[config.mk]
export PLATFORM = sky130hd
export DESIGN_NAME = eau_top
export DESIGN_NICKNAME = d
export VERILOG_FILES = /design/src/rtl/eau_pkg.sv /design/src/rtl/eau_addr_calc.sv /design/src/rtl/eau_autoidx.sv /design/src/rtl/eau_top.sv
export VERILOG_INCLUDE_DIRS = /design/src /design/src/rtl
export SDC_FILE = /design/constraint.sdc
export NUM_CORES = 1
export LEC_CHECK = 0
export ABC_AREA = 1
export BUFFER_PORTS_ARGS = -buffer_cell sky130_fd_sc_hd__buf_2
export CORE_UTILIZATION = 30
export CTS_CLUSTER_DIAMETER = 50
export DETAILED_ROUTE_END_ITERATION = 12
export SLEW_MARGIN = 20
export SYNTH_ARGS = -nofsm -noshare
export SYNTH_HDL_FRONTEND = slang
export SYNTH_SLANG_ARGS = --single-unit
export TNS_END_PERCENT = 100
[constraint.sdc]
create_clock -name aclk -period 2.7 [get_ports aclk]
set_input_delay 0.405 -clock aclk [delete_from_list [all_inputs] [get_ports aclk]]
set_output_delay 0.405 -clock aclk [all_outputs]
set_load 0.1 [all_outputs]
[src/rtl/eau_regs.svh]
// Register offsets, instruction field positions and fixed values of the effective address unit.
`ifndef EAU_REGS_SVH
`define EAU_REGS_SVH

`define EAU_OFF_CTRL 8'h00
`define EAU_OFF_INSTR 8'h04
`define EAU_OFF_PC 8'h08
`define EAU_OFF_ACC0 8'h0C
`define EAU_OFF_ACC1 8'h10
`define EAU_OFF_ACC2 8'h14
`define EAU_OFF_ACC3 8'h18
`define EAU_OFF_STATUS 8'h1C
`define EAU_OFF_EA 8'h20
`define EAU_ACC_STRIDE 8'h04

`define EAU_CTRL_START 0
`define EAU_CTRL_MODE64 1
`define EAU_STAT_BUSY 0
`define EAU_STAT_DONE 1
`define EAU_STAT_ERR 2

`define EAU_IR_CLASS 15
`define EAU_IR_OP_HI 14
`define EAU_IR_OP_LO 13
`define EAU_IR_TGT_HI 12
`define EAU_IR_TGT_LO 11
`define EAU_IR_IND 10
`define EAU_IR_X_HI 9
`define EAU_IR_X_LO 8
`define EAU_IR_D_HI 7
`define EAU_IR_D_LO 0
`define EAU_IR_D_SIGN 7

`define EAU_OP_LOAD 2'h1
`define EAU_OP_STORE 2'h2
`define EAU_X_PAGE0 2'h0
`define EAU_X_REL 2'h1
`define EAU_X_BASE2 2'h2
`define EAU_X_BASE3 2'h3

`define EAU_AI_INC_LO 16'h0010
`define EAU_AI_INC_HI 16'h0017
`define EAU_AI_DEC_LO 16'h0018
`define EAU_AI_DEC_HI 16'h001F
`define EAU_ONE 16'h0001
`define EAU_W_MSB 15

`define EAU_RST_WORD 16'h0000
`define EAU_RESP_OKAY 2'h0
`define EAU_RESP_DECERR 2'h3

`endif

[src/rtl/eau_pkg.sv]
// Types shared by the effective address unit modules.
`default_nettype none
package eau_pkg;
  typedef logic [15:0] eau_word_t;
  typedef enum logic [2:0] {
    ST_IDLE,
    ST_IND_RD,
    ST_IND_WB,
    ST_OP_RD,
    ST_OP_WR
  } eau_state_t;
endpackage : eau_pkg
`default_nettype wire

[src/rtl/eau_addr_calc.sv]
// First-level address formation from the mode field and displacement.
`timescale 1ns/1ps
`default_nettype none
`include "eau_regs.svh"
module eau_addr_calc
  import eau_pkg::*;
(
  input wire eau_word_t instr,
  input wire eau_word_t pc,
  input wire eau_word_t base_register_two,
  input wire eau_word_t base_register_three,
  output eau_word_t ea
);
  wire logic [1:0] xmode;
  wire logic [7:0] disp;
  wire eau_word_t disp_ext;
  wire eau_word_t page0_addr;
  wire eau_word_t base_sel;
  wire eau_word_t rel_sum;

  assign xmode = instr[`EAU_IR_X_HI:`EAU_IR_X_LO];
  assign disp = instr[`EAU_IR_D_HI:`EAU_IR_D_LO];
  assign page0_addr = {8'h00, disp}; // RULE2
  assign disp_ext = {{8{disp[`EAU_IR_D_SIGN]}}, disp}; // RULE4
  assign base_sel = (xmode == `EAU_X_REL) ? pc : // RULE3
                    (xmode == `EAU_X_BASE2) ? base_register_two : // RULE5
                    base_register_three;
  // The sum is kept to 16 bits so that it wraps with no overflow trap.
  assign rel_sum = 16'(base_sel + disp_ext); // RULE19
  assign ea = (xmode == `EAU_X_PAGE0) ? page0_addr : rel_sum;
endmodule : eau_addr_calc
`default_nettype wire

[src/rtl/eau_autoidx.sv]
// Auto-index range detection and the modified pointer word.
`timescale 1ns/1ps
`default_nettype none
`include "eau_regs.svh"
module eau_autoidx
  import eau_pkg::*;
(
  input wire eau_word_t addr,
  input wire eau_word_t word,
  output logic hit,
  output eau_word_t mod_word
);
  wire logic inc_hit;
  wire logic dec_hit;

  assign inc_hit = (addr >= `EAU_AI_INC_LO) && (addr <= `EAU_AI_INC_HI); // RULE12
  assign dec_hit = (addr >= `EAU_AI_DEC_LO) && (addr <= `EAU_AI_DEC_HI); // RULE13
  assign hit = inc_hit || dec_hit; // RULE11
  assign mod_word = inc_hit ? 16'(word + `EAU_ONE) : 16'(word - `EAU_ONE);
endmodule : eau_autoidx
`default_nettype wire

[src/rtl/eau_top.sv]
// Effective address unit: AXI4-Lite registers, address chase and load/store to memory.
//
// Contract
// RULE1: Decode indirect, mode, displacement fields, bit0 MSB.
// RULE2: Mode 00: unsigned displacement addresses page zero.
// RULE3: Mode 01: program counter plus signed displacement.
// RULE4: Relative displacement is sign-extended eight-bit byte.
// RULE5: Mode 10/11: base register two/three plus displacement.
// RULE6: Indirect flag fetches address word from memory.
// RULE7: Fetched word with clear MSB is final.
// RULE8: 32K mode chases set-MSB words without limit.
// RULE9: 64K mode: one level, whole word used.
// RULE10: 64K mode: MSB selects upper half memory.
// RULE11: Auto-index low range only during indirect steps.
// RULE12: Locations 20-27 octal increment the pointer.
// RULE13: Locations 30-37 octal decrement the pointer.
// RULE14: Modified pointer written back to same location.
// RULE15: Modified value, new MSB, steers the chase.
// RULE16: Opcode 01 loads, 10 stores.
// RULE17: Load copies memory word into selected accumulator.
// RULE18: Store writes selected accumulator, accumulator unchanged.
// RULE19: Address sums wrap modulo sixteen bits.
//
// The address map and the AXI4-Lite slave port were chosen for this implementation.
`timescale 1ns/1ps
`default_nettype none
`include "eau_regs.svh"
module eau_top
  import eau_pkg::*;
(
  input wire logic aclk,
  input wire logic aresetn,
  input wire logic [7:0] s_awaddr,
  input wire logic s_awvalid,
  output logic s_awready,
  input wire logic [31:0] s_wdata,
  input wire logic [3:0] s_wstrb,
  input wire logic s_wvalid,
  output logic s_wready,
  output logic [1:0] s_bresp,
  output logic s_bvalid,
  input wire logic s_bready,
  input wire logic [7:0] s_araddr,
  input wire logic s_arvalid,
  output logic s_arready,
  output logic [31:0] s_rdata,
  output logic [1:0] s_rresp,
  output logic s_rvalid,
  input wire logic s_rready,
  output logic mem_req,
  output logic mem_we,
  output logic [15:0] mem_addr,
  output logic [15:0] mem_wdata,
  input wire logic mem_ack,
  input wire logic [15:0] mem_rdata
);
  logic awready_reg, wready_reg, bvalid_reg, arready_reg, rvalid_reg;
  logic aw_got_reg, w_got_reg;
  logic [1:0] bresp_reg, rresp_reg;
  logic [7:0] awaddr_reg;
  logic [31:0] wdata_reg, rdata_reg;
  logic [3:0] wstrb_reg;
  eau_word_t instr_reg, pc_reg, ea_reg, ptr_reg;
  eau_word_t acc_reg [0:3];
  logic mode64_reg, done_reg, err_reg;
  eau_state_t state_reg;
  logic mem_req_reg, mem_we_reg;
  eau_word_t mem_addr_reg, mem_wdata_reg;

  // Byte-lane merge for the 16-bit registers; upper lanes are ignored.
  function automatic eau_word_t merge(input eau_word_t old, input logic [31:0] d,
                                      input logic [3:0] strb);
    merge = {strb[1] ? d[15:8] : old[15:8], strb[0] ? d[7:0] : old[7:0]};
  endfunction : merge

  // Known register offsets; anything else answers DECERR.
  function automatic logic is_mapped(input logic [7:0] a);
    is_mapped = (a == `EAU_OFF_CTRL) || (a == `EAU_OFF_INSTR) || (a == `EAU_OFF_PC) ||
                (a == `EAU_OFF_ACC0) || (a == `EAU_OFF_ACC1) || (a == `EAU_OFF_ACC2) ||
                (a == `EAU_OFF_ACC3) || (a == `EAU_OFF_STATUS) || (a == `EAU_OFF_EA);
  endfunction : is_mapped

  wire logic busy;
  wire logic wr_fire;
  wire logic ar_fire;
  wire logic start_fire;
  wire logic done_clr;
  wire logic [1:0] op_code;
  wire logic [1:0] target_register_select;
  wire logic ind_flag;
  wire logic legal_op;
  wire logic is_load;
  wire eau_word_t ea_calc;
  wire logic ai_hit;
  wire eau_word_t ai_word;
  wire eau_word_t resolve_word;
  wire logic chase_more;
  wire logic mem_done;
  wire logic [31:0] rd_mux;
  wire eau_word_t status_word;

  assign busy = (state_reg != ST_IDLE);
  assign wr_fire = aw_got_reg && w_got_reg && !bvalid_reg;
  assign ar_fire = s_arvalid && arready_reg;
  assign start_fire = wr_fire && (awaddr_reg == `EAU_OFF_CTRL) && wstrb_reg[0] &&
                      wdata_reg[`EAU_CTRL_START] && !busy;
  assign done_clr = wr_fire && (awaddr_reg == `EAU_OFF_STATUS) && wstrb_reg[0] &&
                    wdata_reg[`EAU_STAT_DONE];

  assign op_code = instr_reg[`EAU_IR_OP_HI:`EAU_IR_OP_LO]; // RULE1
  assign target_register_select = instr_reg[`EAU_IR_TGT_HI:`EAU_IR_TGT_LO]; // RULE1
  assign ind_flag = instr_reg[`EAU_IR_IND]; // RULE1
  assign legal_op = !instr_reg[`EAU_IR_CLASS] &&
                    ((op_code == `EAU_OP_LOAD) || (op_code == `EAU_OP_STORE)); // RULE16
  assign is_load = (op_code == `EAU_OP_LOAD); // RULE16

  eau_addr_calc u_addr_calc (
    .instr(instr_reg),
    .pc(pc_reg),
    .base_register_two(acc_reg[2]),
    .base_register_three(acc_reg[3]),
    .ea(ea_calc)
  );

  eau_autoidx u_autoidx (
    .addr(ea_reg),
    .word(mem_rdata),
    .hit(ai_hit),
    .mod_word(ai_word)
  );

  assign mem_done = mem_req_reg && mem_ack;
  // After a write-back the modified word, not the old one, decides the next step.
  assign resolve_word = (state_reg == ST_IND_WB) ? ptr_reg : mem_rdata; // RULE15
  // In 64K mode the MSB is an address bit, so the chase always ends here.
  assign chase_more = !mode64_reg && resolve_word[`EAU_W_MSB]; // RULE7 RULE8 RULE9 RULE10

  assign status_word = {13'h0000, err_reg, done_reg, busy};
  assign rd_mux = (s_araddr == `EAU_OFF_CTRL) ? {30'h00000000, mode64_reg, 1'b0} :
                  (s_araddr == `EAU_OFF_INSTR) ? {16'h0000, instr_reg} :
                  (s_araddr == `EAU_OFF_PC) ? {16'h0000, pc_reg} :
                  (s_araddr == `EAU_OFF_ACC0) ? {16'h0000, acc_reg[0]} :
                  (s_araddr == `EAU_OFF_ACC1) ? {16'h0000, acc_reg[1]} :
                  (s_araddr == `EAU_OFF_ACC2) ? {16'h0000, acc_reg[2]} :
                  (s_araddr == `EAU_OFF_ACC3) ? {16'h0000, acc_reg[3]} :
                  (s_araddr == `EAU_OFF_STATUS) ? {16'h0000, status_word} :
                  (s_araddr == `EAU_OFF_EA) ? {16'h0000, ea_reg} : 32'h00000000;

  // Write address and data channels are taken independently, in either order.
  always_ff @(posedge aclk) begin
    if (!aresetn) begin
      awready_reg <= 1'b0;
      wready_reg <= 1'b0;
      aw_got_reg <= 1'b0;
      w_got_reg <= 1'b0;
      awaddr_reg <= 8'h00;
      wdata_reg <= 32'h00000000;
      wstrb_reg <= 4'h0;
      bvalid_reg <= 1'b0;
      bresp_reg <= `EAU_RESP_OKAY;
    end else begin
      if (s_awvalid && awready_reg) begin
        aw_got_reg <= 1'b1;
        awaddr_reg <= s_awaddr;
        awready_reg <= 1'b0;
      end else if (!aw_got_reg && !bvalid_reg) begin
        awready_reg <= 1'b1;
      end
      if (s_wvalid && wready_reg) begin
        w_got_reg <= 1'b1;
        wdata_reg <= s_wdata;
        wstrb_reg <= s_wstrb;
        wready_reg <= 1'b0;
      end else if (!w_got_reg && !bvalid_reg) begin
        wready_reg <= 1'b1;
      end
      if (wr_fire) begin
        aw_got_reg <= 1'b0;
        w_got_reg <= 1'b0;
        bvalid_reg <= 1'b1;
        bresp_reg <= is_mapped(awaddr_reg) ? `EAU_RESP_OKAY : `EAU_RESP_DECERR;
      end else if (bvalid_reg && s_bready) begin
        bvalid_reg <= 1'b0;
      end
    end
  end

  always_ff @(posedge aclk) begin
    if (!aresetn) begin
      arready_reg <= 1'b0;
      rvalid_reg <= 1'b0;
      rdata_reg <= 32'h00000000;
      rresp_reg <= `EAU_RESP_OKAY;
    end else if (ar_fire) begin
      arready_reg <= 1'b0;
      rvalid_reg <= 1'b1;
      rdata_reg <= rd_mux;
      rresp_reg <= is_mapped(s_araddr) ? `EAU_RESP_OKAY : `EAU_RESP_DECERR;
    end else if (rvalid_reg && s_rready) begin
      rvalid_reg <= 1'b0;
    end else if (!rvalid_reg) begin
      arready_reg <= 1'b1;
    end
  end

  // Software fields. Writes to them while an instruction runs are dropped so
  // that the sequence sees stable operands; the bus still answers OKAY.
  always_ff @(posedge aclk) begin
    if (!aresetn) begin
      instr_reg <= `EAU_RST_WORD;
      pc_reg <= `EAU_RST_WORD;
      mode64_reg <= 1'b0;
      done_reg <= 1'b0;
    end else begin
      if (wr_fire && !busy) begin
        if (awaddr_reg == `EAU_OFF_INSTR) begin
          instr_reg <= merge(instr_reg, wdata_reg, wstrb_reg);
        end
        if (awaddr_reg == `EAU_OFF_PC) begin
          pc_reg <= merge(pc_reg, wdata_reg, wstrb_reg);
        end
        if ((awaddr_reg == `EAU_OFF_CTRL) && wstrb_reg[0]) begin
          mode64_reg <= wdata_reg[`EAU_CTRL_MODE64];
        end
      end
      // Completion in the same cycle as a clear keeps the flag set.
      // The operand word never steers the chase, so its top bit must not hold off done.
      if (mem_done && (state_reg == ST_OP_RD || state_reg == ST_OP_WR)) begin
        done_reg <= 1'b1;
      end else if (start_fire && !legal_op) begin
        done_reg <= 1'b1;
      end else if (done_clr) begin
        done_reg <= 1'b0;
      end
    end
  end

  // Accumulators: software writes when idle, loads from memory at the end.
  genvar gi;
  generate
    for (gi = 0; gi < 4; gi++) begin : g_acc
      wire logic [7:0] acc_off;
      assign acc_off = 8'(`EAU_OFF_ACC0 + `EAU_ACC_STRIDE * gi);
      always_ff @(posedge aclk) begin
        if (!aresetn) begin
          acc_reg[gi] <= `EAU_RST_WORD;
        end else if ((state_reg == ST_OP_RD) && mem_done &&
                     (target_register_select == 2'(gi))) begin
          acc_reg[gi] <= mem_rdata; // RULE17
        end else if (wr_fire && !busy && (awaddr_reg == acc_off)) begin
          acc_reg[gi] <= merge(acc_reg[gi], wdata_reg, wstrb_reg);
        end
      end
    end
  endgenerate

  // Address chase and operand transfer. Each memory request stands until
  // mem_ack; the next one is presented in the cycle after its predecessor is acknowledged.
  always_ff @(posedge aclk) begin
    if (!aresetn) begin
      state_reg <= ST_IDLE;
      ea_reg <= `EAU_RST_WORD;
      ptr_reg <= `EAU_RST_WORD;
      err_reg <= 1'b0;
      mem_req_reg <= 1'b0;
      mem_we_reg <= 1'b0;
      mem_addr_reg <= `EAU_RST_WORD;
      mem_wdata_reg <= `EAU_RST_WORD;
    end else begin
      case (state_reg)
        ST_IDLE: begin
          if (start_fire) begin
            err_reg <= !legal_op;
            ea_reg <= ea_calc;
            if (legal_op && ind_flag) begin
              state_reg <= ST_IND_RD; // RULE6
              mem_req_reg <= 1'b1;
              mem_we_reg <= 1'b0;
              mem_addr_reg <= ea_calc;
            end else if (legal_op) begin
              // Direct addressing never auto-indexes.
              state_reg <= is_load ? ST_OP_RD : ST_OP_WR; // RULE11 RULE16
              mem_req_reg <= 1'b1;
              mem_we_reg <= !is_load;
              mem_addr_reg <= ea_calc;
              mem_wdata_reg <= acc_reg[target_register_select]; // RULE18
            end
          end
        end
        ST_IND_RD, ST_IND_WB: begin
          if (mem_done && (state_reg == ST_IND_RD) && ai_hit) begin
            ptr_reg <= ai_word; // RULE12 RULE13
            state_reg <= ST_IND_WB;
            mem_we_reg <= 1'b1;
            mem_addr_reg <= ea_reg; // RULE14
            mem_wdata_reg <= ai_word; // RULE14
          end else if (mem_done) begin
            ea_reg <= resolve_word; // RULE15
            mem_addr_reg <= resolve_word;
            if (chase_more) begin
              state_reg <= ST_IND_RD; // RULE8
              mem_we_reg <= 1'b0;
            end else begin
              state_reg <= is_load ? ST_OP_RD : ST_OP_WR; // RULE7 RULE9
              mem_we_reg <= !is_load;
              mem_wdata_reg <= acc_reg[target_register_select]; // RULE18
            end
          end
        end
        ST_OP_RD, ST_OP_WR: begin
          if (mem_done) begin
            mem_req_reg <= 1'b0;
            mem_we_reg <= 1'b0;
            state_reg <= ST_IDLE;
          end
        end
        default: begin
          state_reg <= ST_IDLE;
          mem_req_reg <= 1'b0;
        end
      endcase
    end
  end

  assign s_awready = awready_reg;
  assign s_wready = wready_reg;
  assign s_bvalid = bvalid_reg;
  assign s_bresp = bresp_reg;
  assign s_arready = arready_reg;
  assign s_rvalid = rvalid_reg;
  assign s_rdata = rdata_reg;
  assign s_rresp = rresp_reg;
  assign mem_req = mem_req_reg;
  assign mem_we = mem_we_reg;
  assign mem_addr = mem_addr_reg;
  assign mem_wdata = mem_wdata_reg;
endmodule : eau_top
`default_nettype wire

== Word-level counts from Yosys, hierarchy flattened ==
Memories as Yosys holds them, arrays and structs flattened. A register that Yosys moved wholly into a read port is not among the register bits.
Index checks and enable logic that the tools add are counted.

* Register bits: 173
* Memory bits (writable): 64
* Bits of input ports: 76
* Output and inout port bits: 75
* Memories kept: 1

* Add/subtract/negate cells: 3
* Order comparisons: 4
* Eq/ne operators: 36
* Mux-type cells: 107
* Bitwise operators: 12
* Reduce and logical (&&, ||, !) cells: 95

{| class="wikitable"
|+ Memories
! name !! words !! width !! read ports !! clocked after memory_dff !! wr ports !! RTL line !! source
|-
| acc_reg || 4 || 16 || 5 || 1 || 4 || eau_top.sv:64 || <nowiki>eau_word_t acc_reg [0:3];</nowiki>
|}

{| class="wikitable"
|+ Operator list
! operator !! count
|-
| 16-bit 2-to-1 mux || 35
|-
| 16-bit one-hot mux with 2 select lines || 3
|-
| 8-bit by 5-bit equality test with 1-bit output, second input constant || 8
|-
| 8-bit 2-to-1 mux || 8
|-
| 1-bit 2-to-1 mux || 46
|-
| 1-bit logical AND || 37
|-
| 8-bit by 4-bit equality test with 1-bit output, second input constant || 4
|-
| 16-bit by 5-bit greater-or-equal comparator with 1-bit output, second input constant || 2
|-
| 16-bit by 5-bit <= comparator with 1-bit output, second input constant || 2
|-
| 3-bit 2-to-1 mux || 8
|-
| 1-bit logical OR || 19
|-
| 16-bit by 1-bit adder with 16-bit output, second input constant || 1
|-
| 16-bit adder || 1
|-
| 8-bit by 3-bit equality test with 1-bit output, second input constant || 2
|-
| 8-bit by 6-bit equality test with 1-bit output, second input constant || 2
|-
| 8-bit zero test || 2
|-
| 4-bit AND reduction || 4
|-
| 16-bit by 1-bit subtractor with 16-bit output, second input constant || 1
|-
| 2-bit != test, second input constant || 6
|-
| 3-bit AND reduction || 4
|-
| 2-bit OR reduction || 6
|-
| 3-bit != test, second input constant || 3
|-
| 3-bit one-hot mux with 3 select lines || 1
|-
| 3-bit nonzero test || 3
|-
| other kinds (16) || 49
|}

== Logic depth before layout (Yosys ltp) ==
Gate-level depths: netlist of the first run.

* Word-level depth: 10
* Depth in mapped cells: 17

== Hierarchy ==
Synthesis of the first run repeated with hierarchy kept, for this count alone.

* Cells, all modules: 1917
* Area, all modules: 13208.9 um^2

{| class="wikitable"
|+ Modules (own cells, without submodules)
! module !! instances !! cells each !! area each (um^2) !! sequential area each (um^2)
|-
| eau_top || 1 || 1435 || 10824.1 || 5064.9
|-
| eau_addr_calc || 1 || 286 || 1375.1 || 0.0
|-
| eau_autoidx || 1 || 196 || 1009.7 || 0.0
|}

== Least setup slack after synthesis of the first run ==
Ideal clock, no wire load.

* Path type: register to register
* From: register bvalid_reg (netlist: s_bvalid)
* To: memory acc_reg[1][0] (netlist name) (enable)
* Library setup time: 0.384 ns
* Arrival time: 2.189 ns
* Required time: 2.316 ns
* Path slack: 0.127 ns
* Cell stages (with the launch flop): 8
* Path buffers: 0
* Clock period less this slack: 2.573 ns
* Cell sequence: dfxtp_1 nor2_2 nand2_2 nor2_4 inv_1 nor3_4 nand2_2 o21ai_0

{| class="wikitable"
|+ RTL lines
! what !! RTL line !! source
|-
| from (decl) || eau_top.sv:57 || <nowiki>logic awready_reg, wready_reg, bvalid_reg, arready_reg, rvalid_reg;</nowiki>
|-
| from (signal assigned) || eau_top.sv:159 || <nowiki>bvalid_reg <= 1'b0;</nowiki>
|-
| from (signal assigned) || eau_top.sv:180 || <nowiki>bvalid_reg <= 1'b1;</nowiki>
|-
| from (signal assigned) || eau_top.sv:183 || <nowiki>bvalid_reg <= 1'b0;</nowiki>
|-
| to (decl) || eau_top.sv:64 ||
|}

== Worst setup path in the final report of the first run ==
* From: register instr_reg[9]
* To: register mem_addr_reg[15] (netlist: mem_addr[15])

* Word-level cells in the longest chain between the ends: 9

{| class="wikitable"
|+ Ends and longest elaborated chain
! what !! RTL line !! source
|-
| from (decl) || eau_top.sv:63 || <nowiki>eau_word_t instr_reg, pc_reg, ea_reg, ptr_reg;</nowiki>
|-
| from (signal assigned) || eau_top.sv:210 || <nowiki>instr_reg <= `EAU_RST_WORD;</nowiki>
|-
| from (signal assigned) || eau_top.sv:217 || <nowiki>instr_reg <= merge(instr_reg, wdata_reg, wstrb_reg);</nowiki>
|-
| 2-bit equality test (no source line) || - ||
|-
| 16-bit 2-to-1 mux || eau_addr_calc.sv:26 || <nowiki>(xmode == `EAU_X_BASE2) ? base_register_two :</nowiki>
|-
| 16-bit 2-to-1 mux || eau_addr_calc.sv:25 || <nowiki>assign base_sel = (xmode == `EAU_X_REL) ? pc :</nowiki>
|-
| 16-bit adder || eau_addr_calc.sv:29 || <nowiki>assign rel_sum = 16'(base_sel + disp_ext);</nowiki>
|-
| 16-bit 2-to-1 mux * || eau_addr_calc.sv:30 || <nowiki>assign ea = (xmode == `EAU_X_PAGE0) ? page0_addr : rel_sum;</nowiki>
|-
| 16-bit 2-to-1 mux || eau_top.sv:280 || <nowiki>end else if (legal_op) begin</nowiki>
|-
| 16-bit 2-to-1 mux * || eau_top.sv:275 || <nowiki>if (legal_op && ind_flag) begin</nowiki>
|-
| 16-bit 2-to-1 mux * || eau_top.sv:272 || <nowiki>if (start_fire) begin</nowiki>
|-
| 16-bit one-hot mux with 2 select lines * || eau_top.sv:270 || <nowiki>case (state_reg)</nowiki>
|-
| to (signal assigned) || eau_top.sv:267 || <nowiki>mem_addr_reg <= `EAU_RST_WORD;</nowiki>
|-
| to (signal assigned) || eau_top.sv:279 || <nowiki>mem_addr_reg <= ea_calc;</nowiki>
|-
| to (signal assigned) || eau_top.sv:285 || <nowiki>mem_addr_reg <= ea_calc;</nowiki>
|-
| to (decl) || eau_top.sv:68 || <nowiki>eau_word_t mem_addr_reg, mem_wdata_reg;</nowiki>
|}

Mark *: on every way between the ends. The rest lies on a longest branch, timed or not. The select of a mux whose other input is x is not followed.
A chain may end at the register's enable or synchronous reset.

==> report_table.html, run 1 <==
<table>
<tr><th>Metric</th><th>Value</th></tr>
<tr><th colspan="2">Outcome</th></tr>
<tr><td>Result of the run</td><td>finished with violations</td></tr>
<tr><td>Failing checks</td><td>DRC</td></tr>
<tr><th colspan="2">Timing</th></tr>
<tr><td>Transition time of the tightest slew-check pin</td><td>0.855 ns</td></tr>
<tr><td>Max-slew violation count</td><td>0</td></tr>
<tr><td>Final hold vios</td><td>0</td></tr>
<tr><td>Setup repair after global routing missed its margin</td><td>yes</td></tr>
<tr><td>Final Cycle Share</td><td>95.6%</td></tr>
<tr><td>Setup violations, final</td><td>0</td></tr>
<tr><td>Final worst clock skew</td><td>0.0176 ns</td></tr>
<tr><td>Highest achievable clock rate</td><td>0.387 GHz</td></tr>
<tr><td>Final min period</td><td>2.58 ns</td></tr>
<tr><td>Worst-case headroom to the max-slew limit</td><td>42.9%</td></tr>
<tr><th colspan="2">Worst setup path</th></tr>
<tr><td>Crit-path max cell delay</td><td>0.36 ns</td></tr>
<tr><td>Cell with the largest stage delay on the worst path</td><td>sky130_fd_sc_hd__dfxtp_1</td></tr>
<tr><td>Critical Path Most Common Cell</td><td>sky130_fd_sc_hd__a21oi_1</td></tr>
<tr><td>Critical path capture point type</td><td>flip-flop</td></tr>
<tr><td>Maximum fanout encountered on the critical timing path</td><td>16</td></tr>
<tr><td>Data required time of the worst path</td><td>3.21 ns</td></tr>
<tr><td>Number of buffer and inverter stages on the critical path</td><td>3</td></tr>
<tr><td>Class of the most critical setup path</td><td>flip-flop to flip-flop</td></tr>
<tr><td>List of cells traversed by the critical path</td><td>inv_1 -&gt; nand2_1 -&gt; buf_12 -&gt; buf_4 -&gt; nor2_1 -&gt; a21oi_1 -&gt; ha_1 -&gt; a21oi_1 -&gt; o21ai_0 -&gt; a21oi_1 -&gt; nand2_1 -&gt; nand2_1 -&gt; nand3_1 -&gt; a21oi_1</td></tr>
<tr><td>Total stage count of the critical path</td><td>14</td></tr>
<tr><td>Family with the most delay on the worst path</td><td>compound AO/OA/AOI/OAI gates</td></tr>
<tr><td>Worst Reg-to-Reg Cells</td><td>14</td></tr>
<tr><td>Crit path arrival time</td><td>3.09 ns</td></tr>
<tr><td>Critical path launch point type</td><td>flip-flop</td></tr>
<tr><th colspan="2">Floorplan</th></tr>
<tr><td>Core outline area</td><td>0.0419 mm²</td></tr>
<tr><td>Die Height</td><td>208 µm</td></tr>
<tr><td>Horizontal extent of the die</td><td>208 µm</td></tr>
<tr><td>Total number of placement rows</td><td>75</td></tr>
<tr><td>Die area</td><td>0.0433 mm²</td></tr>
<tr><td>Initial core utilization</td><td>30.4%</td></tr>
<tr><td>Number of I/O pins</td><td>151</td></tr>
<tr><th colspan="2">Layout</th></tr>
<tr><td>Inserted Diodes</td><td>0</td></tr>
<tr><td>Final Net Count</td><td>2099</td></tr>
<tr><td>FILL cells</td><td>4454</td></tr>
<tr><td>Area growth from synthesis to layout</td><td>22.2%</td></tr>
<tr><td>Share of layout cells above drive strength 1</td><td>17.0%</td></tr>
<tr><td>Largest register FFs</td><td>64</td></tr>
<tr><td>Post-Route Utilization</td><td>37.2%</td></tr>
<tr><th colspan="2">Logic synthesis</th></tr>
<tr><td>Number of flops mapped to enable cells by yosys</td><td>64</td></tr>
<tr><td>Top post-synthesis cells by area</td><td>sky130_fd_sc_hd__dfxtp_1, sky130_fd_sc_hd__edfxtp_1, sky130_fd_sc_hd__nand2_1, sky130_fd_sc_hd__a21oi_1, sky130_fd_sc_hd__o21ai_0</td></tr>
<tr><td>Number of distinct library cell variants in the gate-level netlist after synthesis</td><td>47</td></tr>
<tr><td>Post-synthesis instance total</td><td>1828</td></tr>
<tr><td>Library cell with the highest instance count after synthesis</td><td>sky130_fd_sc_hd__nand2_1</td></tr>
<tr><td>Predominant post-synthesis flop cell</td><td>sky130_fd_sc_hd__dfxtp_1</td></tr>
<tr><td>Syn Std Cell Area</td><td>0.0127 mm²</td></tr>
<tr><td>Yosys top cell by area</td><td>sky130_fd_sc_hd__dfxtp_1</td></tr>
<tr><td>Yosys warnings</td><td>0</td></tr>
<tr><td>Area share of the largest cell type after synthesis</td><td>24.7%</td></tr>
<tr><td>Per-instance average area after synthesis</td><td>6.96 µm²</td></tr>
<tr><td>Register area share after synthesis</td><td>39.8%</td></tr>
<tr><td>#FFs+latches synth</td><td>221</td></tr>
<tr><td>Post-synth top cells</td><td>sky130_fd_sc_hd__nand2_1, sky130_fd_sc_hd__nor2_1, sky130_fd_sc_hd__a21oi_1</td></tr>
<tr><td>Share of synthesized flip-flops with an asynchronous set or reset</td><td>0%</td></tr>
<tr><th colspan="2">Power</th></tr>
<tr><td>Post-layout power</td><td>8.46 mW</td></tr>
<tr><td>Int Pwr</td><td>6.18 mW</td></tr>
<tr><td>Share of total power in the clock network</td><td>48.7%</td></tr>
<tr><td>Pwr dens</td><td>544 mW/mm²</td></tr>
<tr><td>LEAKAGE</td><td>6.95 nW</td></tr>
<tr><td>Sw Share</td><td>26.9%</td></tr>
<tr><td>Net switching power figure</td><td>2.27 mW</td></tr>
<tr><td>Part of the total power dissipated in sequential elements</td><td>41.9%</td></tr>
<tr><td>Max IR drop VDD</td><td>0.000555 V</td></tr>
<tr><td>Combinational share of power</td><td>9.4%</td></tr>
<tr><th colspan="2">Drt</th></tr>
<tr><td>Count of routing violations after the opening detailed-route iteration</td><td>1443</td></tr>
<tr><td>Total wire length after detailed routing</td><td>51.2 mm</td></tr>
<tr><td>Drt via density</td><td>5.23</td></tr>
<tr><td>Routed length per instance</td><td>20.0 µm</td></tr>
<tr><td>Total number of vias</td><td>13.4k</td></tr>
<tr><td>Count of unresolved DRC violations after routing</td><td>2</td></tr>
<tr><td>Detailed-routing iteration count for the pre-antenna-repair pass</td><td>11</td></tr>
<tr><td>Number of nets with antenna violations after detailed routing</td><td>0</td></tr>
<tr><th colspan="2">Place</th></tr>
<tr><td>Port Buffers</td><td>116</td></tr>
<tr><td>Global placement routability congestion</td><td>0.953</td></tr>
<tr><td>DP HPWL</td><td>39.5 mm</td></tr>
<tr><th colspan="2">Clock tree</th></tr>
<tr><td>Latest clock arrival within the worst-skew pair</td><td>0.58 ns</td></tr>
<tr><td>Clock sinks</td><td>221</td></tr>
<tr><td>Root buffer cell</td><td>sky130_fd_sc_hd__clkbuf_16</td></tr>
<tr><td>TritonCTS clock tree</td><td>done</td></tr>
<tr><td>Register clock-pin slew on the reported worst setup and hold paths</td><td>0.06 ns</td></tr>
<tr><td>Bufs on Longest Clock Path</td><td>3</td></tr>
<tr><td>Number of buffers added by the clock tree synthesis step</td><td>29</td></tr>
<tr><td>Maximum level of the CTS H-tree</td><td>1</td></tr>
<tr><th colspan="2">GRT</th></tr>
<tr><td>Vias in the first global route</td><td>12.3k</td></tr>
<tr><td>Overall fraction of global-route tracks in use</td><td>23.1%</td></tr>
<tr><td>Total congestion overflow after global routing</td><td>0</td></tr>
<tr><td>Wire length of the first global-routing pass</td><td>75.9 mm</td></tr>
<tr><td>Pin count of the biggest net entering global routing</td><td>81</td></tr>
<tr><td>Number of antenna violations at the first check in global routing</td><td>0</td></tr>
<tr><th colspan="2">Worst hold path</th></tr>
<tr><td>Worst Hold Depth</td><td>2</td></tr>
<tr><td>HP Class</td><td>primary input to flip-flop</td></tr>
<tr><th colspan="2">Flow run</th></tr>
<tr><td>Total of max-cap violations</td><td>0</td></tr>
</table>
placed cells by master, fill, tap and decap left out, types with 3 or more instances in the layout:
cell type / count
sky130_fd_sc_hd__inv_4: 3
sky130_fd_sc_hd__nor3_1: 17
sky130_fd_sc_hd__nor2_1: 207
sky130_fd_sc_hd__o21ai_1: 27
sky130_fd_sc_hd__buf_4: 93
sky130_fd_sc_hd__clkinv_2: 4
sky130_fd_sc_hd__clkbuf_8: 5
sky130_fd_sc_hd__ha_1: 23
sky130_fd_sc_hd__nand3_1: 97
sky130_fd_sc_hd__clkbuf_16: 30
sky130_fd_sc_hd__nand4_1: 22
sky130_fd_sc_hd__ha_2: 3
sky130_fd_sc_hd__inv_1: 179
sky130_fd_sc_hd__conb_1: 16
sky130_fd_sc_hd__o211ai_1: 10
sky130_fd_sc_hd__dfxtp_1: 157
sky130_fd_sc_hd__buf_6: 3
sky130_fd_sc_hd__nor2_4: 3
sky130_fd_sc_hd__bufinv_16: 3
sky130_fd_sc_hd__a21oi_1: 192
sky130_fd_sc_hd__o21ai_0: 152
sky130_fd_sc_hd__nand2_2: 19
sky130_fd_sc_hd__buf_2: 115
sky130_fd_sc_hd__inv_2: 4
sky130_fd_sc_hd__nand2_1: 385
sky130_fd_sc_hd__nand3b_1: 8
sky130_fd_sc_hd__a21oi_2: 16
sky130_fd_sc_hd__o21a_1: 5
sky130_fd_sc_hd__edfxtp_1: 64
sky130_fd_sc_hd__nor2_2: 9
sky130_fd_sc_hd__xor2_1: 4
sky130_fd_sc_hd__o21bai_1: 11
sky130_fd_sc_hd__ha_4: 4
sky130_fd_sc_hd__nand3_2: 3
sky130_fd_sc_hd__o22ai_1: 80
sky130_fd_sc_hd__nor3_2: 3
per-layer routing:
metal,vias up,track usage (%),wire [µm]
li1,6460,-,-
met1,6216,32.5,22800
met2,608,35.8,22200
met3,71,3.95,4610
met4,0,7.25,1630
met5,-,0,0
area by class of cell:
type | count | area (µm²) | area share [%]
Tap cell | 539 | 674 | 4.34
Inverter | 187 | 707 | 4.55
Clock buffer | 39 | 841 | 5.41
Timing Repair Buffer | 213 | 1350 | 8.67
Clock inverter | 15 | 191 | 1.23
Sequential cell | 221 | 5060 | 32.6
Multi-Input combinational cell | 1339 | 6720 | 43.2
worst paths after layout:
path / from / end / slack, ns
max reg2reg: instr_reg[9] / mem_addr[15] / 0.12
min reg2reg: s_rdata[3] / s_rdata[3] / 0.45
max: instr_reg[9] / mem_addr[15] / 0.12
min: s_wvalid / s_wready / 0.02
timing repair:
item / CTS / global route
hold buffers: 0 / 0
pin swaps: 0 / 8
buffers inserted: 0 / 4
resized for setup: 2 / 53
endpoints found under the setup margin: 5 / 47
through the flow:
step	instance area [µm²]	setup WS [ns]	setup TNS (ns)	std cells	hold slack (ns)
floorplan	12800	0.127	0	1843	0.439
global placement	14300	-0.00456	-0.00842	2495	0.435
detailed placement	14300	-0.0133	-0.0133	2495	0.439
CTS	15300	0.0138	0	2549	0.00817
global route	15500	-0.0208	-0.0638	2553	0.0304
finish	15500	0.117	0	2553	0.0202
cells by family after synthesis:
| family | Yosys count | share of synthesized area (%) |
|---|---|---|
| AND/OR/NAND/NOR | 784 | 26.1 |
| AO/OA/AOI/OAI | 502 | 21.2 |
| buffers and inverters | 283 | 9.29 |
| flip-flops | 221 | 39.8 |
| adder cells (fa/ha/maj) | 32 | 3.26 |
| XOR/XNOR | 5 | 0.344 |
| other | 1 | 0.0295 |
power by group through the flow:
stage / Clock (mW) / Sequential (mW) / Combinational, mW
after floorplan: 0 / 3.65 / 0.470
after global placement: 0 / 3.61 / 0.761
after detailed placement: 0 / 3.61 / 0.767
after CTS: 4.15 / 3.54 / 0.769
after global routing: 4.29 / 3.55 / 0.856
final: 4.12 / 3.55 / 0.794
No activity file was read; power rests on OpenSTA's default activity.
==> run 2, diff against run 1 <==
- SYNTH_HIERARCHICAL: not set -> 1
==> report_table.html, run 2 <==
<table>
<tr><th>Metric</th><th>Value</th></tr>
<tr><th colspan="2">Logic synthesis</th></tr>
<tr><td>Area fraction in compound gates after synthesis</td><td>19.2% (-1.9 points)</td></tr>
<tr><td>Post-synthesis instance total</td><td>1917 (+4.9%)</td></tr>
<tr><td>#FFs+latches synth</td><td>221 (unchanged)</td></tr>
<tr><td>Yosys warnings</td><td>6 (+6)</td></tr>
<tr><td>Predominant post-synthesis flop cell</td><td>sky130_fd_sc_hd__dfxtp_1</td></tr>
<tr><td>Syn Std Cell Area</td><td>0.0132 mm² (+3.8%)</td></tr>
<tr><td>Yosys top cell by area</td><td>sky130_fd_sc_hd__dfxtp_1</td></tr>
<tr><td>Library cell with the highest instance count after synthesis</td><td>sky130_fd_sc_hd__nand2_1</td></tr>
<tr><td>Combinational family with the most area after synthesis</td><td>simple AND/OR/NAND/NOR gates</td></tr>
<tr><td>Area share of the largest cell type after synthesis</td><td>23.8% (-0.90 points)</td></tr>
<tr><td>Post-synth top cells</td><td>sky130_fd_sc_hd__nand2_1, sky130_fd_sc_hd__inv_1, sky130_fd_sc_hd__nor2_1</td></tr>
<tr><td>Synthesized-area fraction occupied by xor and xnor cells</td><td>0.597% (+0.25 points)</td></tr>
<tr><td>Adder-cell share of the synthesized area</td><td>3.33% (+0.071 points)</td></tr>
<tr><td>Number of distinct library cell variants in the gate-level netlist after synthesis</td><td>50 (+6.4%)</td></tr>
<tr><td>Number of flops mapped to enable cells by yosys</td><td>64 (unchanged)</td></tr>
<tr><td>Per-instance average area after synthesis</td><td>6.89 µm² (-1.0%)</td></tr>
<tr><td>Multiplexer area fraction after synthesis</td><td>0% (unchanged)</td></tr>
<tr><td>Simple logic cell fraction of the synthesized area</td><td>27.7% (+1.6 points)</td></tr>
<tr><td>Register area share after synthesis</td><td>38.3% (-1.4 points)</td></tr>
<tr><td>Top post-synthesis cells by area</td><td>sky130_fd_sc_hd__dfxtp_1, sky130_fd_sc_hd__edfxtp_1, sky130_fd_sc_hd__nand2_1, sky130_fd_sc_hd__a21oi_1, sky130_fd_sc_hd__inv_1</td></tr>
<tr><td>Share of synthesized flip-flops with an asynchronous set or reset</td><td>0% (unchanged)</td></tr>
<tr><th colspan="2">Clock tree</th></tr>
<tr><td>Maximum level of the CTS H-tree</td><td>2 (+1)</td></tr>
<tr><td>Root buffer cell</td><td>sky130_fd_sc_hd__clkbuf_16</td></tr>
<tr><td>Clock sinks</td><td>221 (unchanged)</td></tr>
<tr><td>Latest clock arrival within the worst-skew pair</td><td>0.54 ns (-0.04 ns)</td></tr>
<tr><td>Register clock-pin slew on the reported worst setup and hold paths</td><td>0.06 ns (about the same)</td></tr>
<tr><td>Number of buffers added by the clock tree synthesis step</td><td>34 (+17%)</td></tr>
<tr><td>Bufs on Longest Clock Path</td><td>3 (unchanged)</td></tr>
<tr><td>TritonCTS clock tree</td><td>done</td></tr>
<tr><th colspan="2">Floorplan</th></tr>
<tr><td>Total number of placement rows</td><td>76 (+1.3%)</td></tr>
<tr><td>Number of I/O pins</td><td>151 (unchanged)</td></tr>
<tr><td>Initial core utilization</td><td>30.5% (+0.12 points)</td></tr>
<tr><td>Horizontal extent of the die</td><td>212 µm (+1.9%)</td></tr>
<tr><td>Die Height</td><td>212 µm (+1.9%)</td></tr>
<tr><td>Core outline area</td><td>0.0433 mm² (+3.4%)</td></tr>
<tr><td>Die area</td><td>0.0449 mm² (+3.7%)</td></tr>
<tr><th colspan="2">Worst setup path</th></tr>
<tr><td>Cell with the largest stage delay on the worst path</td><td>sky130_fd_sc_hd__dfxtp_2</td></tr>
<tr><td>Critical path capture point type</td><td>flip-flop</td></tr>
<tr><td>Class of the most critical setup path</td><td>flip-flop to flip-flop</td></tr>
<tr><td>Data required time of the worst path</td><td>3.13 ns (-0.08 ns)</td></tr>
<tr><td>Critical Path Most Common Cell</td><td>sky130_fd_sc_hd__nand2_2</td></tr>
<tr><td>Crit-path max cell delay</td><td>0.33 ns (-0.03 ns)</td></tr>
<tr><td>Maximum fanout encountered on the critical timing path</td><td>5 (-11)</td></tr>
<tr><td>Critical path launch point type</td><td>flip-flop</td></tr>
<tr><td>List of cells traversed by the critical path</td><td>inv_2 -&gt; nor2_2 -&gt; nand2_2 -&gt; nor2_4 -&gt; nand3_4 -&gt; buf_12 -&gt; ha_4 -&gt; buf_6 -&gt; nand2_4 -&gt; nor3_4 -&gt; and2_4 -&gt; nand2_4 -&gt; nand3_2 -&gt; nand2_2 -&gt; nand2_2 -&gt; inv_2 -&gt; a31oi_4 -&gt; nand2_1 -&gt; nand2_1 -&gt; nor2_1</td></tr>
<tr><td>Crit path arrival time</td><td>3.13 ns (+0.04 ns)</td></tr>
<tr><td>Number of buffer and inverter stages on the critical path</td><td>4 (+1)</td></tr>
<tr><td>Family with the most delay on the worst path</td><td>simple AND/OR/NAND/NOR gates</td></tr>
<tr><th colspan="2">Timing</th></tr>
<tr><td>Highest achievable clock rate</td><td>0.371 GHz (-4.3%)</td></tr>
<tr><td>Hold WS</td><td>0.0696 ns (+0.0495 ns)</td></tr>
<tr><td>Transition time of the tightest slew-check pin</td><td>0.869 ns (+0.0138 ns)</td></tr>
<tr><td>Worst-case headroom to the max-slew limit</td><td>41.9% (-0.92 points)</td></tr>
<tr><td>Final min period</td><td>2.70 ns (+0.115 ns)</td></tr>
<tr><td>Setup repair after global routing missed its margin</td><td>yes</td></tr>
<tr><td>Setup violations, final</td><td>0 (unchanged)</td></tr>
<tr><td>Final Cycle Share</td><td>99.9% (+4.3 points)</td></tr>
<tr><td>Max-slew violation count</td><td>0 (unchanged)</td></tr>
<tr><td>Final hold vios</td><td>0 (unchanged)</td></tr>
<tr><td>Final worst clock skew</td><td>0.0212 ns (+0.00358 ns)</td></tr>
<tr><th colspan="2">Place</th></tr>
<tr><td>Placed cell area</td><td>0.0151 mm² (+5.9%)</td></tr>
<tr><td>DP HPWL</td><td>40.8 mm (+3.4%)</td></tr>
<tr><td>Port Buffers</td><td>116 (unchanged)</td></tr>
<tr><td>Global placement routability congestion</td><td>0.990 (+3.8%)</td></tr>
<tr><th colspan="2">GRT</th></tr>
<tr><td>GR met2 Demand/Resource</td><td>37.5% (+1.7 points)</td></tr>
<tr><td>Number of antenna violations at the first check in global routing</td><td>0 (unchanged)</td></tr>
<tr><td>Met3 track demand over resource in global routing</td><td>4.06% (+0.11 points)</td></tr>
<tr><td>Busiest layer in global routing</td><td>met2</td></tr>
<tr><td>Met1 track demand over resource</td><td>30.9% (-1.6 points)</td></tr>
<tr><td>Total congestion overflow after global routing</td><td>0 (unchanged)</td></tr>
<tr><td>Wire length of the first global-routing pass</td><td>78.7 mm (+3.7%)</td></tr>
<tr><td>Pin count of the biggest net entering global routing</td><td>62 (-23%)</td></tr>
<tr><td>Overall fraction of global-route tracks in use</td><td>23.5% (+0.46 points)</td></tr>
<tr><td>Vias in the first global route</td><td>13.0k (+5.8%)</td></tr>
<tr><th colspan="2">Layout</th></tr>
<tr><td>Largest register FFs</td><td>64 (unchanged)</td></tr>
<tr><td>Final Net Count</td><td>2237 (+6.6%)</td></tr>
<tr><td>Finished layout cell area</td><td>0.0174 mm² (+12%)</td></tr>
<tr><td>Inserted Diodes</td><td>0 (unchanged)</td></tr>
<tr><td>Area growth from synthesis to layout</td><td>31.5%</td></tr>
<tr><td>Most common cell after layout, fill and taps aside</td><td>sky130_fd_sc_hd__nand2_1</td></tr>
<tr><td>Most frequent cells in the layout</td><td>sky130_fd_sc_hd__nand2_1, sky130_fd_sc_hd__inv_1, sky130_fd_sc_hd__nor2_1</td></tr>
<tr><td>Share of layout cells above drive strength 1</td><td>25.7% (+8.8 points)</td></tr>
<tr><th colspan="2">Drt</th></tr>
<tr><td>Drt via density</td><td>5.09 (-2.7%)</td></tr>
<tr><td>Count of routing violations after the opening detailed-route iteration</td><td>1353 (-6.2%)</td></tr>
<tr><td>Detailed-routing iteration count for the pre-antenna-repair pass</td><td>6 (-5)</td></tr>
<tr><td>Routed length per instance</td><td>19.6 µm (-2.1%)</td></tr>
<tr><td>Number of nets with antenna violations after detailed routing</td><td>0 (unchanged)</td></tr>
<tr><td>Total number of vias</td><td>13.9k (+4.3%)</td></tr>
<tr><td>Count of unresolved DRC violations after routing</td><td>0 (-2)</td></tr>
<tr><td>Total wire length after detailed routing</td><td>53.7 mm (+5.0%)</td></tr>
<tr><th colspan="2">Power</th></tr>
<tr><td>Sw Share</td><td>27.2% (+0.28 points)</td></tr>
<tr><td>Combinational share of power</td><td>10.2% (+0.8 points)</td></tr>
<tr><td>Int Pwr</td><td>6.58 mW (+6.5%)</td></tr>
<tr><td>Pwr dens</td><td>520 mW/mm² (-4.3%)</td></tr>
<tr><td>Part of the total power dissipated in sequential elements</td><td>39.2% (-2.7 points)</td></tr>
<tr><td>Max IR drop VDD</td><td>0.000436 V (-21%)</td></tr>
<tr><td>LEAKAGE</td><td>7.71 nW (+11%)</td></tr>
<tr><td>Share of total power in the clock network</td><td>50.6% (+1.9 points)</td></tr>
<tr><td>Net switching power figure</td><td>2.46 mW (+8.0%)</td></tr>
<tr><th colspan="2">Flow run</th></tr>
<tr><td>Total of max-cap violations</td><td>0 (unchanged)</td></tr>
<tr><th colspan="2">Outcome</th></tr>
<tr><td>Result of the run</td><td>complete, no violations</td></tr>
<tr><th colspan="2">Worst hold path</th></tr>
<tr><td>HP Class</td><td>primary input to flip-flop</td></tr>
</table>
[run 2: final timing paths]
check                   from            end  slack, ns  depth (start not counted)
setup / recovery   ea_reg[4]  mem_wdata[14]      0.002                         20
hold / removal      s_wvalid       s_wready       0.07                          2
setup reg to reg   ea_reg[4]  mem_wdata[14]      0.002                         20
hold reg to reg   s_rdata[3]     s_rdata[3]       0.44                          2
[run 2: final cells by class]
| class | count | area [µm²] |
|---|---|---|
| multi-input combinational | 1374 | 7680 |
| clock inverter | 18 | 210 |
| fill | 4466 | 25900 |
| inverter | 234 | 891 |
| clock buffer | 43 | 957 |
| tap | 585 | 732 |
| timing repair buffer | 262 | 1820 |
| sequential | 221 | 5070 |
[run 2: cell families (layout without fill, tap and decap cells)]
logic type,count (synthesis),in the layout
xor gates and xnor gates,9,9
other,1,16
and+or+nand+nor,859,859
buffers and inverters,337,557
DFF,221,221
adders and majority gates,34,34
AOI/OAI and AO/OA,456,456
[run 2: metrics by stage]
step	setup TNS [ns]	power [mW]	utilization, %	instances	setup slack (ns)
floorplan	0	4.15	-	1932	0.0540
detailed placement	-1.93	4.45	35.0	2664	-0.179
global route	-1.12	9.33	40.1	2737	-0.150
finish	0	9.04	40.1	2737	0.00229
global placement	-1.34	4.44	35.0	2664	-0.199
CTS	-0.00562	9.05	38.1	2725	-0.00562
[run 2: routing by layer]
layer / up-vias / wire (µm)
li1: 6733 / -
met1: 6466 / 22300
met4: 0 / 2460
met5: - / 0
met2: 625 / 24200
met3: 109 / 4720
[run 2: power by group through the flow]
stage,clock network [mW],registers [mW],logic [mW]
finish,4.58,3.54,0.918
global route,4.79,3.55,0.989
CTS,4.65,3.54,0.852
detailed placement,0,3.61,0.837
global placement,0,3.61,0.830
floorplan,0,3.65,0.499
[run 2: worst register-to-register path: stages, from the launching register on]
cell and delay [ns]:
sky130_fd_sc_hd__dfxtp_2 0.33, sky130_fd_sc_hd__inv_2 0.04, sky130_fd_sc_hd__nor2_2 0.13, sky130_fd_sc_hd__nand2_2 0.10, sky130_fd_sc_hd__nor2_4 0.15, sky130_fd_sc_hd__nand3_4 0.14
sky130_fd_sc_hd__buf_12 0.19, sky130_fd_sc_hd__ha_4 0.30, sky130_fd_sc_hd__buf_6 0.10, sky130_fd_sc_hd__nand2_4 0.05, sky130_fd_sc_hd__nor3_4 0.20, sky130_fd_sc_hd__and2_4 0.18
sky130_fd_sc_hd__nand2_4 0.05, sky130_fd_sc_hd__nand3_2 0.08, sky130_fd_sc_hd__nand2_2 0.06, sky130_fd_sc_hd__nand2_2 0.07, sky130_fd_sc_hd__inv_2 0.04, sky130_fd_sc_hd__a31oi_4 0.14
sky130_fd_sc_hd__nand2_1 0.08, sky130_fd_sc_hd__nand2_1 0.06, sky130_fd_sc_hd__nor2_1 0.06
[run 2: what timing repair did]
item / 4_1_cts / 5_1_grt
cloned: 0 / 2
hold buffers: 0 / 0
setup endpoints to repair: 28 / 38
buffers inserted: 0 / 11
pin swaps: 1 / 83
resized for setup: 31 / 180
==> run 3, diff against run 2 <==
- CTS_BUF_LIST: not set -> sky130_fd_sc_hd__clkbuf_8
==> report_table.html, run 3 (same netlist as run 2, synthesis figures left out) <==
<table>
<tr><th>Metric</th><th>Value</th></tr>
<tr><th colspan="2">GRT</th></tr>
<tr><td>Number of antenna violations at the first check in global routing</td><td>1 (+1)</td></tr>
<tr><td>Met3 track demand over resource in global routing</td><td>4.55% (+0.49 points)</td></tr>
<tr><td>Vias in the first global route</td><td>13.1k (+0.78%)</td></tr>
<tr><td>GR met2 Demand/Resource</td><td>37.1% (-0.34 points)</td></tr>
<tr><td>Met1 track demand over resource</td><td>30.9% (-0.035 points)</td></tr>
<tr><td>Busiest layer in global routing</td><td>met2</td></tr>
<tr><td>Total congestion overflow after global routing</td><td>0 (unchanged)</td></tr>
<tr><td>Wire length of the first global-routing pass</td><td>78.7 mm (about the same)</td></tr>
<tr><td>Pin count of the biggest net entering global routing</td><td>62 (unchanged)</td></tr>
<tr><td>Overall fraction of global-route tracks in use</td><td>23.5% (about the same)</td></tr>
<tr><th colspan="2">Floorplan</th></tr>
<tr><td>Core outline area</td><td>0.0433 mm² (unchanged)</td></tr>
<tr><td>Horizontal extent of the die</td><td>212 µm (unchanged)</td></tr>
<tr><td>Initial core utilization</td><td>30.5% (unchanged)</td></tr>
<tr><td>Die area</td><td>0.0449 mm² (unchanged)</td></tr>
<tr><td>Number of I/O pins</td><td>151 (unchanged)</td></tr>
<tr><td>Die Height</td><td>212 µm (unchanged)</td></tr>
<tr><td>Total number of placement rows</td><td>76 (unchanged)</td></tr>
<tr><th colspan="2">Worst setup path</th></tr>
<tr><td>Family with the most delay on the worst path</td><td>simple AND/OR/NAND/NOR gates</td></tr>
<tr><td>Critical Path Most Common Cell</td><td>sky130_fd_sc_hd__nand2_1</td></tr>
<tr><td>Crit path arrival time</td><td>3.26 ns (+0.13 ns)</td></tr>
<tr><td>Critical path launch point type</td><td>flip-flop</td></tr>
<tr><td>Maximum fanout encountered on the critical timing path</td><td>8 (+3)</td></tr>
<tr><td>Cell with the largest stage delay on the worst path</td><td>sky130_fd_sc_hd__dfxtp_1</td></tr>
<tr><td>Crit-path max cell delay</td><td>0.32 ns (about the same)</td></tr>
<tr><td>Data required time of the worst path</td><td>3.20 ns (+0.07 ns)</td></tr>
<tr><td>Number of buffer and inverter stages on the critical path</td><td>4 (unchanged)</td></tr>
<tr><td>Critical path capture point type</td><td>flip-flop</td></tr>
<tr><td>List of cells traversed by the critical path</td><td>or2_4 -&gt; nor2_4 -&gt; nand3_4 -&gt; clkbuf_16 -&gt; ha_4 -&gt; nand2_4 -&gt; inv_4 -&gt; buf_6 -&gt; nand2_4 -&gt; nor3_4 -&gt; a21oi_2 -&gt; nand2_1 -&gt; nand2_1 -&gt; nand2_2 -&gt; inv_2 -&gt; a31oi_1 -&gt; nand2_1 -&gt; nand2_1 -&gt; nor2_1</td></tr>
<tr><td>Class of the most critical setup path</td><td>flip-flop to flip-flop</td></tr>
<tr><th colspan="2">Power</th></tr>
<tr><td>Part of the total power dissipated in sequential elements</td><td>42.6% (+3.4 points)</td></tr>
<tr><td>LEAKAGE</td><td>7.66 nW (-0.69%)</td></tr>
<tr><td>Combinational share of power</td><td>11.0% (+0.8 points)</td></tr>
<tr><td>Pwr dens</td><td>486 mW/mm² (-6.6%)</td></tr>
<tr><td>Max IR drop VDD</td><td>0.000397 V (-9.0%)</td></tr>
<tr><td>Share of total power in the clock network</td><td>46.3% (-4.3 points)</td></tr>
<tr><td>Net switching power figure</td><td>2.36 mW (-3.8%)</td></tr>
<tr><td>Int Pwr</td><td>5.95 mW (-9.5%)</td></tr>
<tr><td>Sw Share</td><td>28.4% (+1.2 points)</td></tr>
<tr><th colspan="2">Timing</th></tr>
<tr><td>Transition time of the tightest slew-check pin</td><td>0.866 ns (-0.00245 ns)</td></tr>
<tr><td>Max-slew violation count</td><td>0 (unchanged)</td></tr>
<tr><td>Worst-case headroom to the max-slew limit</td><td>42.1% (+0.16 points)</td></tr>
<tr><td>Setup slack of the critical path after layout</td><td>-0.0505 ns (-0.0528 ns)</td></tr>
<tr><td>Setup repair after global routing missed its margin</td><td>yes</td></tr>
<tr><td>Final min period</td><td>2.75 ns (+0.0528 ns)</td></tr>
<tr><td>Setup violations, final</td><td>4 (+4)</td></tr>
<tr><td>Final hold vios</td><td>0 (unchanged)</td></tr>
<tr><td>Highest achievable clock rate</td><td>0.364 GHz (-1.9%)</td></tr>
<tr><td>Final Cycle Share</td><td>102% (+2.0 points)</td></tr>
<tr><td>Final worst clock skew</td><td>0.0516 ns (+0.0304 ns)</td></tr>
<tr><th colspan="2">Drt</th></tr>
<tr><td>Routed length per instance</td><td>19.5 µm (-0.48%)</td></tr>
<tr><td>Count of unresolved DRC violations after routing</td><td>0 (unchanged)</td></tr>
<tr><td>Number of nets with antenna violations after detailed routing</td><td>0 (unchanged)</td></tr>
<tr><td>Total wire length after detailed routing</td><td>54.0 mm (+0.51%)</td></tr>
<tr><td>Drt via density</td><td>5.12 (+0.66%)</td></tr>
<tr><td>Count of routing violations after the opening detailed-route iteration</td><td>1603 (+18%)</td></tr>
<tr><td>Detailed-routing iteration count for the pre-antenna-repair pass</td><td>5 (-1)</td></tr>
<tr><td>Total number of vias</td><td>14.2k (+1.7%)</td></tr>
<tr><th colspan="2">Outcome</th></tr>
<tr><td>Result of the run</td><td>finished with violations</td></tr>
<tr><td>Failing checks</td><td>setup timing</td></tr>
<tr><th colspan="2">Clock tree</th></tr>
<tr><td>Maximum level of the CTS H-tree</td><td>2 (unchanged)</td></tr>
<tr><td>Bufs on Longest Clock Path</td><td>3 (unchanged)</td></tr>
<tr><td>Root buffer cell</td><td>sky130_fd_sc_hd__clkbuf_8</td></tr>
<tr><td>Clock sinks</td><td>221 (unchanged)</td></tr>
<tr><td>Number of buffers added by the clock tree synthesis step</td><td>46 (+35%)</td></tr>
<tr><td>Register clock-pin slew on the reported worst setup and hold paths</td><td>0.06 ns (about the same)</td></tr>
<tr><td>TritonCTS clock tree</td><td>done</td></tr>
<tr><td>Latest clock arrival within the worst-skew pair</td><td>0.63 ns (+0.09 ns)</td></tr>
<tr><th colspan="2">Layout</th></tr>
<tr><td>FILL cells</td><td>4531 (+1.5%)</td></tr>
<tr><td>Most common cell after layout, fill and taps aside</td><td>sky130_fd_sc_hd__nand2_1</td></tr>
<tr><td>Post-Route Utilization</td><td>39.5% (-0.61 points)</td></tr>
<tr><td>Most frequent cells in the layout</td><td>sky130_fd_sc_hd__nand2_1, sky130_fd_sc_hd__inv_1, sky130_fd_sc_hd__nor2_1</td></tr>
<tr><td>Share of layout cells above drive strength 1</td><td>24.9% (-0.81 points)</td></tr>
<tr><td>Final Net Count</td><td>2252 (+0.67%)</td></tr>
<tr><td>Area growth from synthesis to layout</td><td>29.5%</td></tr>
<tr><td>Final Non-Filler Cells</td><td>2764 (+0.99%)</td></tr>
<tr><td>Largest register FFs</td><td>64 (unchanged)</td></tr>
<tr><th colspan="2">Place</th></tr>
<tr><td>DP HPWL</td><td>40.8 mm (unchanged)</td></tr>
<tr><td>Global placement routability congestion</td><td>0.990 (unchanged)</td></tr>
<tr><td>Placed Cells</td><td>2664 (unchanged)</td></tr>
<tr><td>Port Buffers</td><td>116 (unchanged)</td></tr>
<tr><th colspan="2">Flow run</th></tr>
<tr><td>Total of max-cap violations</td><td>0 (unchanged)</td></tr>
<tr><th colspan="2">Worst hold path</th></tr>
<tr><td>HP Class</td><td>primary input to flip-flop</td></tr>
</table>
==> run 3: cell types whose count changed in the layout (fill, tap and decap cells not counted), moves of 5 or more <==
cell                        before  now
sky130_fd_sc_hd__clkinv_2        1    8
sky130_fd_sc_hd__clkbuf_8        3   50
sky130_fd_sc_hd__nand2_2        52   47
sky130_fd_sc_hd__inv_6           5    0
sky130_fd_sc_hd__clkinv_1        1   10
sky130_fd_sc_hd__a21oi_2        17   12
sky130_fd_sc_hd__inv_1         208  219
sky130_fd_sc_hd__nand2_1       422  428
sky130_fd_sc_hd__inv_2          22   17
sky130_fd_sc_hd__clkbuf_16      38    2
==> run 3: worst min-delay path: stages <==
cell and delay [ns]:
sky130_fd_sc_hd__buf_2 0.07, sky130_fd_sc_hd__o21ai_0 0.07, sky130_fd_sc_hd__nor2_1 0.07
==> run 3: repair_timing <==
item	in CTS	in global routing
hold buffers	2	0
setup endpoints to repair	25	38
gates cloned	0	2
pin swaps	3	63
setup buffers	0	11
endpoints found under the hold margin	2	0
gates resized for setup	22	157
==> run 3: cell type report <==
type	count	area (µm²)	area share (%)
timing repair buffer	265	1840	10.8
antenna	1	2.50	0.0146
clock inverter	34	304	1.78
sequential	221	5070	29.7
clock buffer	50	688	4.02
inverter	234	891	5.21
multi-input combinational	1374	7570	44.3
tap	585	732	4.28
==> run 3: final timing paths <==
check,startpoint,to,slack (ns),cells after the start
worst max-delay path,ea_reg[15],mem_wdata[15],-0.05,19
worst min-delay path,s_awaddr[0],awaddr_reg[0],0.04,3
worst max register to register,ea_reg[15],mem_wdata[15],-0.05,19
worst min register to register,s_rdata[3],s_rdata[3],0.45,2
==> run 3: power groups by stage <==
| stage | clock network (mW) | logic, mW | registers [mW] |
|---|---|---|---|
| after global routing | 4.10 | 0.987 | 3.55 |
| after CTS | 3.94 | 0.848 | 3.54 |
| after detailed placement | 0 | 0.837 | 3.61 |
| final | 3.85 | 0.919 | 3.54 |
| after floorplan | 0 | 0.499 | 3.65 |
| after global placement | 0 | 0.830 | 3.61 |
==> run 3: routing by layer <==
| metal | part of all wire (%) | vias to the layer above |
|---|---|---|
| li1 | - | 6778 |
| met4 | 4.3 | 0 |
| met5 | 0 | - |
| met1 | 43 | 6607 |
| met3 | 8.4 | 114 |
| met2 | 45 | 665 |
==> run 3: per-stage QoR <==
stage | setup WS [ns] | hold slack (ns) | power [mW] | instance area, µm² | setup TNS [ns]
floorplan | 0.0540 | 0.429 | 4.15 | 13300 | 0
global placement | -0.199 | 0.439 | 4.44 | 15100 | -1.34
detailed placement | -0.179 | 0.436 | 4.45 | 15100 | -1.93
CTS | -0.0463 | 0.000885 | 8.33 | 16200 | -0.109
global route | -0.180 | 0.0517 | 8.64 | 17100 | -1.56
finish | -0.0505 | 0.0361 | 8.32 | 17100 | -0.0739
